### src/pkg/bda_pkg.sv
/*
 * Shared constants of the decimal adjust and decrement unit: register
 * offsets, field positions, operation codes and correction constants.
 * Assumes a single 100 MHz clock domain and a 32-bit AXI4-Lite slave.
 */
package bda_pkg;

    // ************************************************************
    // Register map (byte addresses)
    // ************************************************************
    localparam int          ADDR_W       = 8;
    localparam logic [7:0]  ADDR_CMD     = 8'h00;
    localparam logic [7:0]  ADDR_OPND    = 8'h04;
    localparam logic [7:0]  ADDR_FLAGS   = 8'h08;
    localparam logic [7:0]  ADDR_STATUS  = 8'h0C;

    // ************************************************************
    // Field layouts and reset values
    // ************************************************************
    localparam int          CMD_OP_LSB   = 0;
    localparam int          FLG_C        = 7;
    localparam int          FLG_Z        = 6;
    localparam int          FLG_S        = 5;
    localparam int          FLG_V        = 4;
    localparam int          FLG_D        = 3;
    localparam int          FLG_H        = 2;
    localparam logic [7:0]  FLAGS_MASK   = 8'hFC;
    localparam int          ST_BUSY      = 0;
    localparam int          ST_DONE      = 1;
    localparam int          ST_BAD       = 2;
    localparam logic [7:0]  FLAGS_RST    = 8'h00;
    localparam logic [15:0] OPND_RST     = 16'h0000;

    // ************************************************************
    // Operations and arithmetic constants
    // ************************************************************
    typedef enum logic [1:0] {
        OP_DECIMAL_ADJUST    = 2'b00,
        OP_BYTE_MINUS_ONE_OP = 2'b01,
        OP_WORD_MINUS_ONE_OP = 2'b10
    } bda_op_t;
    localparam logic [1:0]  OP_ILLEGAL   = 2'b11;

    localparam logic [3:0]  DIGIT_MAX    = 4'h9;
    localparam logic [7:0]  ADJ_NONE     = 8'h00;
    localparam logic [7:0]  ADJ_LO       = 8'h06;
    localparam logic [7:0]  ADJ_HI       = 8'h60;
    localparam logic [7:0]  SUB_LO       = 8'hFA;
    localparam logic [7:0]  SUB_HI       = 8'hA0;
    localparam logic [7:0]  SUB_BOTH     = 8'h9A;
    localparam logic [7:0]  BYTE_ONE     = 8'h01;
    localparam logic [15:0] WORD_ONE     = 16'h0001;
    localparam logic [7:0]  BYTE_MINNEG  = 8'h80;
    localparam logic [15:0] WORD_MINNEG  = 16'h8000;

    localparam logic [1:0]  RESP_OKAY    = 2'b00;
    localparam logic [1:0]  RESP_SLVERR  = 2'b10;

endpackage

### src/rtl/bda_unit.sv
/*
 * Top of the decimal adjust and decrement unit: AXI4-Lite register
 * slave, a two-state sequencer and the arithmetic core.
 * Assumes one clock aclk (100 MHz) and synchronous active-low aresetn;
 * the master keeps at most one read and one write under way.
 */
// The AXI4-Lite register port and the address map are this design's own decisions.
`timescale 1ns/1ns
module bda_unit
    import bda_pkg::*;
(
    input  wire logic              aclk,
    input  wire logic              aresetn,
    input  wire logic [ADDR_W-1:0] s_axi_awaddr,
    input  wire logic              s_axi_awvalid,
    output logic                   s_axi_awready,
    input  wire logic [31:0]       s_axi_wdata,
    input  wire logic [3:0]        s_axi_wstrb,
    input  wire logic              s_axi_wvalid,
    output logic                   s_axi_wready,
    output logic [1:0]             s_axi_bresp,
    output logic                   s_axi_bvalid,
    input  wire logic              s_axi_bready,
    input  wire logic [ADDR_W-1:0] s_axi_araddr,
    input  wire logic              s_axi_arvalid,
    output logic                   s_axi_arready,
    output logic [31:0]            s_axi_rdata,
    output logic [1:0]             s_axi_rresp,
    output logic                   s_axi_rvalid,
    input  wire logic              s_axi_rready,
    output logic                   busy,
    output logic                   done
);

    // ************************************************************
    // Sequencer states
    // ************************************************************
    typedef enum logic {
        ST_IDLE = 1'b0,
        ST_EXEC = 1'b1
    } bda_state_t;

    bda_state_t        state_q;
    bda_state_t        state_d;

    // ************************************************************
    // Write channel holding registers
    // ************************************************************
    logic              aw_full_q;
    logic [ADDR_W-1:0] aw_addr_q;
    logic              w_full_q;
    logic [31:0]       w_data_q;
    logic [3:0]        w_strb_q;
    logic              bvalid_q;
    logic [1:0]        bresp_q;

    logic              aw_take;
    logic              w_take;
    logic              do_write;
    logic [31:0]       wmask;
    logic [31:0]       wbits;

    // The slave takes address and data in either order
    assign s_axi_awready = !aw_full_q && !bvalid_q;
    assign s_axi_wready  = !w_full_q && !bvalid_q;
    assign aw_take       = s_axi_awvalid && s_axi_awready;
    assign w_take        = s_axi_wvalid && s_axi_wready;
    assign do_write      = aw_full_q && w_full_q && !bvalid_q;

    // Byte strobes widened to a bit mask
    assign wmask = {{8{w_strb_q[3]}}, {8{w_strb_q[2]}},
                    {8{w_strb_q[1]}}, {8{w_strb_q[0]}}};
    assign wbits = w_data_q & wmask;

    // ************************************************************
    // Address decode
    // ************************************************************
    logic wr_cmd;
    logic wr_opnd;
    logic wr_flags;
    logic wr_status;
    logic wr_hit;

    assign wr_cmd    = do_write && (aw_addr_q == ADDR_CMD);
    assign wr_opnd   = do_write && (aw_addr_q == ADDR_OPND);
    assign wr_flags  = do_write && (aw_addr_q == ADDR_FLAGS);
    assign wr_status = do_write && (aw_addr_q == ADDR_STATUS);
    assign wr_hit    = wr_cmd || wr_opnd || wr_flags || wr_status;

    // ************************************************************
    // Software visible state
    // ************************************************************
    logic [15:0] opnd_q;
    logic [15:0] opnd_d;
    logic [7:0]  flags_q;
    logic [7:0]  flags_d;
    logic [1:0]  op_q;
    logic        done_q;
    logic        bad_q;
    logic        pulse_q;

    logic [1:0]  cmd_op;
    logic        start;
    logic        refuse;
    logic        finish;
    logic [15:0] core_res;
    logic [7:0]  core_flags;

    // A command starts only when its low byte is written
    assign cmd_op = w_data_q[CMD_OP_LSB +: 2];
    assign start  = wr_cmd && w_strb_q[0] && (state_q == ST_IDLE)
                  && (cmd_op != OP_ILLEGAL);
    assign refuse = wr_cmd && w_strb_q[0] && (cmd_op == OP_ILLEGAL);
    assign finish = (state_q == ST_EXEC);

    // ************************************************************
    // Arithmetic core
    // ************************************************************
    bda_core u_core (
        .op        (bda_op_t'(op_q)),
        .opnd      (opnd_q),
        .flags_in  (flags_q),
        .result    (core_res),
        .flags_out (core_flags)
    );

    // ************************************************************
    // Next values of operand and flags
    // ************************************************************
    // The finishing operation wins over a software write in that cycle,
    // since the write-back is what the command promised
    always_comb begin
        opnd_d  = opnd_q;
        flags_d = flags_q;
        if (finish) begin
            opnd_d  = core_res;
            flags_d = core_flags;
        end else begin
            if (wr_opnd) begin
                opnd_d = (opnd_q & ~wmask[15:0]) | wbits[15:0];
            end
            if (wr_flags) begin
                flags_d = ((flags_q & ~wmask[7:0]) | wbits[7:0])
                        & FLAGS_MASK;
            end
        end
    end

    // Sequencer: one cycle of work per command
    always_comb begin
        state_d = state_q;
        unique case (state_q)
            ST_IDLE: begin
                if (start) begin
                    state_d = ST_EXEC;
                end
            end
            ST_EXEC: begin
                state_d = ST_IDLE;
            end
        endcase
    end

    // ************************************************************
    // Registers
    // ************************************************************
    always_ff @(posedge aclk) begin
        if (!aresetn) begin
            state_q <= ST_IDLE;
            opnd_q  <= OPND_RST;
            flags_q <= FLAGS_RST;
            op_q    <= OP_DECIMAL_ADJUST;
        end else begin
            state_q <= state_d;
            opnd_q  <= opnd_d;
            flags_q <= flags_d;
            if (start) begin
                op_q <= cmd_op;
            end
        end
    end

    // Sticky status: a set in the same cycle beats a clear
    always_ff @(posedge aclk) begin
        if (!aresetn) begin
            done_q  <= 1'b0;
            bad_q   <= 1'b0;
            pulse_q <= 1'b0;
        end else begin
            done_q  <= finish
                    || (done_q && !(wr_status && wbits[ST_DONE]));
            bad_q   <= refuse
                    || (bad_q && !(wr_status && wbits[ST_BAD]));
            pulse_q <= finish;
        end
    end

    assign busy = (state_q == ST_EXEC);
    assign done = pulse_q;

    // ************************************************************
    // Write channel
    // ************************************************************
    always_ff @(posedge aclk) begin
        if (!aresetn) begin
            aw_full_q <= 1'b0;
            aw_addr_q <= '0;
            w_full_q  <= 1'b0;
            w_data_q  <= '0;
            w_strb_q  <= '0;
        end else begin
            if (aw_take) begin
                aw_full_q <= 1'b1;
                aw_addr_q <= s_axi_awaddr;
            end else if (do_write) begin
                aw_full_q <= 1'b0;
            end
            if (w_take) begin
                w_full_q <= 1'b1;
                w_data_q <= s_axi_wdata;
                w_strb_q <= s_axi_wstrb;
            end else if (do_write) begin
                w_full_q <= 1'b0;
            end
        end
    end

    // Response stands until the master takes it
    always_ff @(posedge aclk) begin
        if (!aresetn) begin
            bvalid_q <= 1'b0;
            bresp_q  <= RESP_OKAY;
        end else if (do_write) begin
            bvalid_q <= 1'b1;
            bresp_q  <= wr_hit ? RESP_OKAY : RESP_SLVERR;
        end else if (s_axi_bready) begin
            bvalid_q <= 1'b0;
        end
    end

    assign s_axi_bvalid = bvalid_q;
    assign s_axi_bresp  = bresp_q;

    // ************************************************************
    // Read channel
    // ************************************************************
    logic        rvalid_q;
    logic [31:0] rdata_q;
    logic [1:0]  rresp_q;
    logic        ar_take;
    logic [31:0] rd_word;
    logic        rd_hit;
    logic [31:0] status_word;

    assign ar_take = s_axi_arvalid && s_axi_arready;
    assign s_axi_arready = !rvalid_q;

    assign status_word = (32'(busy)   << ST_BUSY)
                       | (32'(done_q) << ST_DONE)
                       | (32'(bad_q)  << ST_BAD);

    // Read mux; unused bits read as zero
    always_comb begin
        rd_word = '0;
        rd_hit  = 1'b1;
        unique case (s_axi_araddr)
            ADDR_CMD:    rd_word = 32'(op_q);
            ADDR_OPND:   rd_word = 32'(opnd_q);
            ADDR_FLAGS:  rd_word = 32'(flags_q);
            ADDR_STATUS: rd_word = status_word;
            default:     rd_hit  = 1'b0;
        endcase
    end

    // Data are caught at the address edge and held until taken
    always_ff @(posedge aclk) begin
        if (!aresetn) begin
            rvalid_q <= 1'b0;
            rdata_q  <= '0;
            rresp_q  <= RESP_OKAY;
        end else if (ar_take) begin
            rvalid_q <= 1'b1;
            rdata_q  <= rd_word;
            rresp_q  <= rd_hit ? RESP_OKAY : RESP_SLVERR;
        end else if (s_axi_rready) begin
            rvalid_q <= 1'b0;
        end
    end

    assign s_axi_rvalid = rvalid_q;
    assign s_axi_rdata  = rdata_q;
    assign s_axi_rresp  = rresp_q;

endmodule

### src/rtl/bda_core.sv
/*
 * Combinational arithmetic of the unit: decimal adjust of a byte,
 * byte decrement and word decrement, with the new flag byte.
 * Assumes the caller registers the result and the flags.
 */
`timescale 1ns/1ns
module bda_core
    import bda_pkg::*;
(
    input  wire bda_op_t     op,
    input  wire logic [15:0] opnd,
    input  wire logic [7:0]  flags_in,
    output logic      [15:0] result,
    output logic      [7:0]  flags_out
);

    // ************************************************************
    // Decimal adjust correction
    // ************************************************************
    logic [3:0] lo_dig;
    logic [3:0] hi_dig;
    logic       lo_big;
    logic       hi_big;
    logic       add_lo;
    logic       add_hi;
    logic [7:0] corr;
    logic [7:0] da_byte;

    assign lo_dig = opnd[3:0];
    assign hi_dig = opnd[7:4];
    assign lo_big = lo_dig > DIGIT_MAX;
    assign hi_big = hi_dig > DIGIT_MAX;
    // Sum path: high digit 9 with a big low digit also overflows
    assign add_lo = lo_big | flags_in[FLG_H];
    assign add_hi = flags_in[FLG_C] | hi_big
                  | ((hi_dig == DIGIT_MAX) & lo_big);

    // D flag tells the last operation was a difference
    always_comb begin
        if (flags_in[FLG_D]) begin
            unique case ({flags_in[FLG_C], flags_in[FLG_H]})
                2'b01:   corr = SUB_LO;
                2'b10:   corr = SUB_HI;
                2'b11:   corr = SUB_BOTH;
                default: corr = ADJ_NONE;
            endcase
        end else begin
            corr = (add_lo ? ADJ_LO : ADJ_NONE)
                 | (add_hi ? ADJ_HI : ADJ_NONE);
        end
    end

    // Operand outside packed digits gives garbage, by design
    assign da_byte = opnd[7:0] + corr;

    // ************************************************************
    // Result and flag selection
    // ************************************************************
    always_comb begin
        result    = opnd;
        flags_out = flags_in;
        unique case (op)
            OP_DECIMAL_ADJUST: begin
                result[7:0]      = da_byte;
                // Carry follows the added 60, or is kept on subtract
                flags_out[FLG_C] = flags_in[FLG_D] ?
                                   flags_in[FLG_C] : add_hi;
                flags_out[FLG_Z] = (da_byte == ADJ_NONE);
                flags_out[FLG_S] = da_byte[7];
            end
            OP_BYTE_MINUS_ONE_OP: begin
                result[7:0]      = opnd[7:0] - BYTE_ONE;
                flags_out[FLG_Z] = (opnd[7:0] == BYTE_ONE);
                flags_out[FLG_S] = result[7];
                flags_out[FLG_V] = (opnd[7:0] == BYTE_MINNEG);
            end
            default: begin
                result           = opnd - WORD_ONE;
                flags_out[FLG_Z] = (opnd == WORD_ONE);
                flags_out[FLG_S] = result[15];
                flags_out[FLG_V] = (opnd == WORD_MINNEG);
            end
        endcase
    end

endmodule

### config.mk
export PLATFORM = sky130hd
export DESIGN_NAME = bda_unit
export DESIGN_NICKNAME = d
export VERILOG_FILES = /design/src/pkg/bda_pkg.sv /design/src/rtl/bda_unit.sv /design/src/rtl/bda_core.sv
export SDC_FILE = /design/constraint.sdc
export NUM_CORES = 1
export LEC_CHECK = 0
export BUFFER_PORTS_ARGS = -buffer_cell sky130_fd_sc_hd__buf_4
export CAP_MARGIN = 15
export CORE_UTILIZATION = 35
export CTS_CLUSTER_SIZE = 12
export DETAILED_ROUTE_END_ITERATION = 10
export GPL_TIMING_DRIVEN = 1
export SYNTH_ARGS = -nofsm -noshare
export SYNTH_HDL_FRONTEND = slang
export SYNTH_SLANG_ARGS = --single-unit
### constraint.sdc
create_clock -name aclk -period 5 [get_ports aclk]
set_input_delay 1 -clock aclk [delete_from_list [all_inputs] [get_ports aclk]]
set_output_delay 1 -clock aclk [all_outputs]
set_load 0.05 [all_outputs]
# Word-level counts from Yosys, hierarchy flattened
# Index checks and enable logic that the tools add are counted.
# totals
reg_bits,94
in_bits,59
out_inout_bits,43
wordCells,135
# op_classes
add_sub_neg,3
order_cmp,2
n_eq_ne,21
muxes,27
bitwise_logic,15
reduce_logical,46
# ops
op,n
one-hot mux 16 bit (4 select lines),1
bitwise AND 16 bit,2
equality test 8 x 4 -> 1 bit (second input constant),4
2-to-1 mux 16 bit,2
2-to-1 mux 8 bit,4
logical NOT 8 bit,3
one-hot mux 8 bit (3 select lines),1
logical AND 1 bit,19
equality test 16 x 1 -> 1 bit (second input constant),1
equality test 16 bit (second input constant),1
equality test 8 x 3 -> 1 bit (second input constant),2
inverter 16 bit,1
bitwise OR 16 bit,1
bitwise OR 8 bit,2
one-hot mux 8 bit (2 select lines),1
subtractor 16 x 1 -> 16 bit (second input constant),1
nonzero test 2 bit,6
2-to-1 mux 1 bit,11
adder 8 bit,1
bitwise AND 8 bit,1
equality test 8 x 1 -> 1 bit (second input constant),1
equality test 8 bit (second input constant),1
> comparator 4 bit (second input constant),2
!= test 2 bit (second input constant),4
23 further kinds,41

# Longest topological paths before layout
# Gate-level depths: netlist of run 1.
# logic_depth
ltp_word,10
depth_mapped,16
ltp_nobuf,15

# By module
# A second synthesis of run 1 with hierarchy kept.
# hier_totals
cells_unflattened,542
area_unflattened_um2,4300.4
# by_module_without_submodules
module,n_inst,cells_per_inst,area_per_inst_um2,seq_area_each_um2
bda_unit,1,401,3350.7,1561.5
bda_core,1,141,949.7,0.0

# Worst setup path before layout of run 1
# OpenSTA, ideal clock, no wires.
# synth_path
kind,flip-flop to flip-flop
startpoint,reg with a tool-made name
endpoint,reg flags_q[6]
setup_ns,0.116
arrival_time_ns,2.854
t_required_ns,4.884
slack_ns,2.030
path_stages_with_launch,17
path_buffers,1
cell_sequence,dfxtp_1 clkbuf_2 inv_1 ha_1 o21bai_1 a21oi_1 or2_2 inv_1 or2_2 ha_1 inv_1 fa_1 nor2b_1 o31ai_1 a211oi_1 nor2_1 a31o_2
# synth_rtl
item,line_no,source
"end signal, assigned",bda_unit.sv:176,flags_q <= flags_d;
"end, declared",bda_unit.sv:95,logic [7:0] flags_q;

==> summary.txt, run 1 <==
Yosys
  • Syn avg cell area: 7.868 µm²
  • Yosys warning total: 0
  • Number of synthesized flops with an enable pin: 0
  • Post-synth ARST share: 0%
  • Cells after Synth: 538
  • Top FF cell, synth: dfxtp_1
  • Post-synthesis register bit count: 76
  • Register area share after synthesis: 35.94%
  • Cell Area, Synth: 4233 µm²
  • Synth cell types: 64

STA
  • Tmin final: 3.519 ns
  • Peak Freq: 0.2842 GHz
  • Total Neg Setup Slack: 0 ns
  • Max_slew headroom: 48.62%
  • RSZ-0062 raised after global routing: false
  • Final Max Tran Viols: 0
  • Post-route setup slack: 1.481 ns
  • Worst-margin pin slew: 0.7678 ns
  • Finish-stage setup viols: 0
  • Final Hold Fails: 0
  • Period utilization: 70.38%
  • Clock Skews: 0.006313 ns

CTS
  • CTS Buf Count: 9
  • CTS H-tree depth: 3
  • CTS tree: built
  • CTS sink cnt: 76
  • CTS max path bufs: 2
  • Cts hold-fix bufs: 0
  • Root Driver: clkbuf_16
  • Clock transition at path regs: 0.06 ns
  • Number of setup buffers added after CTS: 0
  • # resized after CTS: 0
  • Clock Latency Late Sink: 0.34 ns

Cells and area
  • Ant. Diodes: 0
  • Finished Core Util: 42.61%
  • Commonest non-fill, non-tap cells in the layout: 90 x nand2_1, 76 x dfxtp_1, 67 x buf_4, 54 x a21oi_1, 41 x nor2_1
  • Post-route insts no fill: 728
  • Leading cell type in the layout, fill and taps excluded: nand2_1
  • Fill count: 1,204
  • Final net count: 653
  • Fin area: 4949 µm²
  • Share of layout cells above drive strength 1: 16.92%
  • Footprint of the multi-input gates: 2377 µm²
  • Reg area: 1521 µm²
  • Area Growth Syn to Fin: 16.91%

Routing
  • Pre-antenna DRT Iters: 8
  • Final WL: 10,850 µm
  • Routed len/inst: 14.90 µm
  • Via count: 3,950
  • Post-route ant nets: 0
  • Post-DR vias/cell: 5.426
  • DRC viols: 8
  • DR iter-0 viols: 268

Pwr
  • Leak Pwr: 0.002045 µW
  • VDD IR-drop max: 218.5 µV
  • PD cells: 291.7 nW/µm²

Placed design
  • Dpl ws: 1.500 ns
  • Gpl congestion: 0.9012
  • Final HPWL DP: 8022 µm
  • Placed cell area: 4648 µm²
  • Inst Count DP: 712
  • IO buf count: 65

Min path
  • Worst hold start: w_data_q[12]
  • Hold Path Cell Cnt: 2
  • Hold Crit Class: reg2reg
  • Hold Path End: w_data_q[12]

Floorplan
  • Core area: 11,610 µm²
  • DIE HEIGHT: 112.0 µm
  • Die area: 12,540 µm²
  • Site Rows: 39
  • Die X: 112.0 µm
  • Initial core utilization: 36.45%
  • I/O pin count: 102

Run status
  • Failing checks: DRC
  • Status: complete, but fails checks

Worst setup path
  • Critical R2R Capture: flags_q[6]
  • CP Class: reg2reg
  • CP arrival: 3.75 ns
  • Slowest library cell on the worst path: dfxtp_1
  • Most frequent CP cell: inv_1
  • Critical Path Fanout Max: 9
  • Critical-path cell list: inv_1 > ha_1 > o21bai_1 > a21oi_1 > or2_2 > inv_1 > or2_2 > ha_1 > inv_1 > fa_1 > nor2b_1 > o31ai_1 > a211oi_1 > nor2_1 > a31o_2
  • Worst R2R Path Depth: 15
  • CP endpoint kind: flip-flop
  • Required time of the critical path: 5.23 ns
  • Worst R2R Setup Slack: 1.48 ns
  • Worst setup SP type: flip-flop
  • Critical Path Max Stage Delay: 0.51 ns

GRT
  • Total GRT Usage: 17.48%
  • First-pass GRT wire length: 17,500 µm
  • GR Overflow Total: 0
  • Initial antenna violation count: 0
  • Largest net degree at the start of global routing: 35
  • Vias in the first global route: 3,473

Job
  • Number of max-cap violations: 0
## power breakdown
group	switching, µW	internal, µW	total [µW]
registers	17.4	624	641
clock network	262	390	651
logic	105	46.3	151
total	384	1060	1440
## metal layers
layer  vias to the layer above  routed length [µm]  GRT usage [%]
met4                         0                 159          5.244
li1                       1978                   -              -
met3                        13                 768          3.756
met1                      1813                5146          24.49
met2                       146                4773          26.83
met5                         -                   0              0
## through the flow
stage	hold slack, ns	power, µW
after floorplan	0.4319	767.4
after global routing	0.4764	1499
after detailed placement	0.4424	805.9
after global placement	0.4405	803.0
after CTS	0.4512	1453
final	0.4489	1443
## worst max-delay path: cells and delay by family (launching register included)
family                   cells  cell delay [ns]
AO/OA/AOI/OAI                5             1.16
adder cells (fa/ha/maj)      3             0.81
AND/OR/NAND/NOR              4             0.70
flip-flops                   1             0.51
buffers and inverters        3             0.24
## Yosys cell counts, types with 5 or more instances
master / number / area [µm²]
nor4_1: 7 / 43.79
nand3_1: 12 / 60.06
a211oi_1: 5 / 37.54
o21a_1: 5 / 37.54
ha_1: 13 / 162.7
o31ai_1: 5 / 37.54
nor3_1: 15 / 75.07
inv_1: 17 / 63.81
buf_4: 18 / 135.1
o22ai_1: 5 / 31.28
mux2i_1: 6 / 60.06
clkbuf_1: 22 / 82.58
and2_1: 5 / 31.28
o21ai_0: 16 / 80.08
nand2_1: 90 / 337.8
a21oi_1: 54 / 270.3
nor2_1: 41 / 153.9
and3_1: 9 / 56.30
buf_2: 6 / 30.03
nand4_1: 6 / 37.54
a31oi_1: 12 / 75.07
dfxtp_1: 76 / 1521
nor2b_1: 6 / 37.54
a22oi_1: 16 / 120.1
## worst max path at each step
stage	from	end	slack, ns	cells past startpoint
6_report	flip-flop	flags_q[6]	1.48	15
3_3_place_gp	flip-flop	flags_q[6]	1.60	15
4_1_cts	flip-flop	flags_q[6]	1.48	15
2_1_floorplan	flip-flop	flags_q[6]	2.03	16
3_5_place_dp	flip-flop	flags_q[6]	1.50	15
5_1_grt	flip-flop	flags_q[6]	1.26	15
## cells by family after synthesis
| family | after synthesis | synth area share, % |
|---|---|---|
| adder cells (fa/ha/maj) | 14 | 4.316 |
| other | 1 | 0.08859 |
| AND/OR/NAND/NOR | 215 | 24.68 |
| XOR/XNOR | 7 | 1.448 |
| buffers and inverters | 71 | 9.400 |
| flip-flops | 76 | 35.94 |
| AO/OA/AOI/OAI | 146 | 22.17 |
| multiplexers | 8 | 1.951 |
## cell type report
type / count / share of cell area [%]
multi-input cells: 408 / 48.04
flip-flops and latches: 76 / 30.75
repair buffers: 67 / 10.16
clock buffers: 9 / 4.551
well taps: 143 / 3.616
clock inverters: 7 / 1.517
inverters: 18 / 1.365
Power figures use the tool's default switching activity.
==> run 2, diff against run 1 <==
Clock period 5 ns to 3.16 ns, I/O delays scaled along.
==> run 2 against run 1 <==
Against the previous run:
- the run still ends with DRC left
- first-iteration DRC count decreased by 1.9%
- via count increased by 1.6%
- routed wire length increased by 4.0%
- critical endpoint is now flags_q[5]
- largest power group unchanged
==> summary.txt, run 2 (synthesis results as in run 1) <==
Run status
  • Status: complete, but fails checks
  • Failing checks: DRC

Floorplan
  • DIE HEIGHT: 112.0 µm (unchanged)
  • Core area: 11,610 µm² (unchanged)
  • Die X: 112.0 µm (unchanged)
  • Initial core utilization: 36.45% (unchanged)
  • Die area: 12,540 µm² (unchanged)
  • I/O pin count: 102 (unchanged)
  • Site Rows: 39 (unchanged)

Placed design
  • IO buf count: 65 (unchanged)
  • Inst Count DP: 729 (+2.4%)
  • Gpl congestion: 0.8674 (-3.8%)
  • Final HPWL DP: 8301 µm (+3.5%)
  • Placed cell area: 4776 µm² (+2.7%)

Routing
  • DR iter-0 viols: 263 (-1.9%)
  • Met2 wire len: 5143 µm (+7.8%)
  • Routed len/inst: 15.14 µm (+1.6%)
  • DRC viols: 8 (unchanged)
  • Pre-antenna DRT Iters: 8 (unchanged)
  • Post-route ant nets: 0 (unchanged)
  • Final WL: 11,280 µm (+4.0%)
  • Met3 wire length: 735 µm (-4.3%)
  • Wire length on met1: 5244 µm (+1.9%)
  • Via count: 4,013 (+1.6%)
  • Post-DR vias/cell: 5.387 (-0.72%)
  • Top Layer Used: met4

CTS
  • Clock Latency Late Sink: 0.34 ns (about the same)
  • CTS tree: built
  • Root Driver: clkbuf_16
  • Number of setup buffers added after CTS: 0 (unchanged)
  • Clock transition at path regs: 0.06 ns (about the same)
  • CTS H-tree depth: 3 (unchanged)
  • CTS Buf Count: 9 (unchanged)
  • Cts hold-fix bufs: 0 (unchanged)
  • CTS max path bufs: 2 (unchanged)
  • CTS sink cnt: 76 (unchanged)

STA
  • Period utilization: 93.41% (+23 points)
  • Hold Worst Slack: 0.4511 ns (+0.002233 ns)
  • Clock Skews: 0.008212 ns (+0.001899 ns)
  • Tmin final: 2.952 ns (-0.5673 ns)
  • Finish-stage setup viols: 0 (unchanged)
  • Final Max Tran Viols: 0 (unchanged)
  • Max_slew headroom: 50.30% (+1.7 points)
  • Worst-margin pin slew: 0.7428 ns (-0.02502 ns)
  • RSZ-0062 raised after global routing: true
  • Total Neg Setup Slack: 0 ns (unchanged)
  • Final Hold Fails: 0 (unchanged)
  • Peak Freq: 0.3388 GHz (+19%)

GRT
  • Initial antenna violation count: 0 (unchanged)
  • First-pass GRT wire length: 18,400 µm (+5.2%)
  • GR Overflow Total: 0 (unchanged)
  • Largest net degree at the start of global routing: 37 (+5.7%)
  • Total GRT Usage: 18.26% (+0.79 points)
  • Vias in the first global route: 3,740 (+7.7%)

Cells and area
  • Final net count: 670 (+2.6%)
  • Fill count: 1,175 (-2.4%)
  • Area Growth Syn to Fin: 20.25%
  • Post-route insts no fill: 745 (+2.3%)
  • Share of layout cells above drive strength 1: 19.93% (+3.0 points)
  • Commonest non-fill, non-tap cells in the layout: 90 x nand2_1, 84 x buf_4, 75 x dfxtp_1, 54 x a21oi_1, 41 x nor2_1
  • Fin area: 5090 µm² (+2.9%)
  • Leading cell type in the layout, fill and taps excluded: nand2_1
  • Finished Core Util: 43.83% (+1.2 points)
  • Ant. Diodes: 0 (unchanged)

Min path
  • Hold Crit Class: reg2reg

Pwr
  • PD cells: 446.8 nW/µm² (+53%)
  • Leak Pwr: 0.002115 µW (+3.4%)
  • VDD IR-drop max: 294.1 µV (+35%)

Worst setup path
  • Required time of the critical path: 3.38 ns (-1.85 ns)
  • Worst setup SP type: flip-flop
  • Critical-path cell list: inv_1 > ha_1 > o21bai_1 > a21oi_1 > or2_2 > inv_1 > or2_2 > ha_1 > inv_1 > fa_2 > nor2b_4 > o31ai_2 > buf_4 > o211a_1 > nor3_1 > o211ai_1
  • Critical Path Max Stage Delay: 0.37 ns (-0.14 ns)
  • CP arrival: 3.17 ns (-0.58 ns)
  • Critical Path Fanout Max: 5 (-4)
  • CP Class: reg2reg
  • Slowest library cell on the worst path: fa_2
  • CP endpoint kind: flip-flop
  • Most frequent CP cell: inv_1

Job
  • Number of max-cap violations: 0 (unchanged)
run 2: final timing paths:
path | depth (start not counted) | endpoint | startpoint | slack (ns)
setup / recovery | 16 | flags_q[5] | flip-flop | 0.21
hold / removal | 2 | w_data_q[11] | w_data_q[11] | 0.45
setup reg to reg | 16 | flags_q[5] | flip-flop | 0.21
hold reg to reg | 2 | w_data_q[11] | w_data_q[11] | 0.45
run 2: worst max-delay path, delay by kind of cell, from the launching register on:
kind / cells / cell delay, ns
AOI/OAI and AO/OA: 5 / 0.74
buffers and inverters: 4 / 0.34
adders and majority gates: 3 / 0.73
DFF: 1 / 0.36
and+or+nand+nor: 4 / 0.67
run 2: per-stage QoR:
step | power [µW] | setup slack (ns)
2_1_floorplan | 1214 | 0.1900
3_3_place_gp | 1272 | 0.04376
3_5_place_dp | 1278 | 0.01294
4_1_cts | 2297 | 0.03084
5_1_grt | 2355 | -0.02578
6_report | 2274 | 0.2084
run 2: final cells by class:
cell class	count	area [µm²]	area share (%)
Clock buffer	10	229.0	4.499
Clock inverter	6	63.81	1.254
Inverter	18	67.56	1.327
Multi-Input combinational cell	408	2397	47.10
Sequential cell	76	1523	29.92
Tap cell	143	178.9	3.515
Timing Repair Buffer	84	630.6	12.39
run 2: where the power goes:
group / total, µW / internal (µW) / switching (µW)
clock network: 1020 / 611 / 407
registers: 1010 / 987 / 27.9
logic: 242 / 74.2 / 167
run 2: timing repair:
item | in CTS | in global routing
setup endpoints to repair | 2 | 5
resized for setup | 1 | 6
pin swaps | 0 | 1
run 2: layer usage:
layer  GRT usage, %  up-vias
met2          28.86      152
li1               -     2002
met1          24.11     1843
met3          4.736       16
met5              0        -
met4          6.311        0
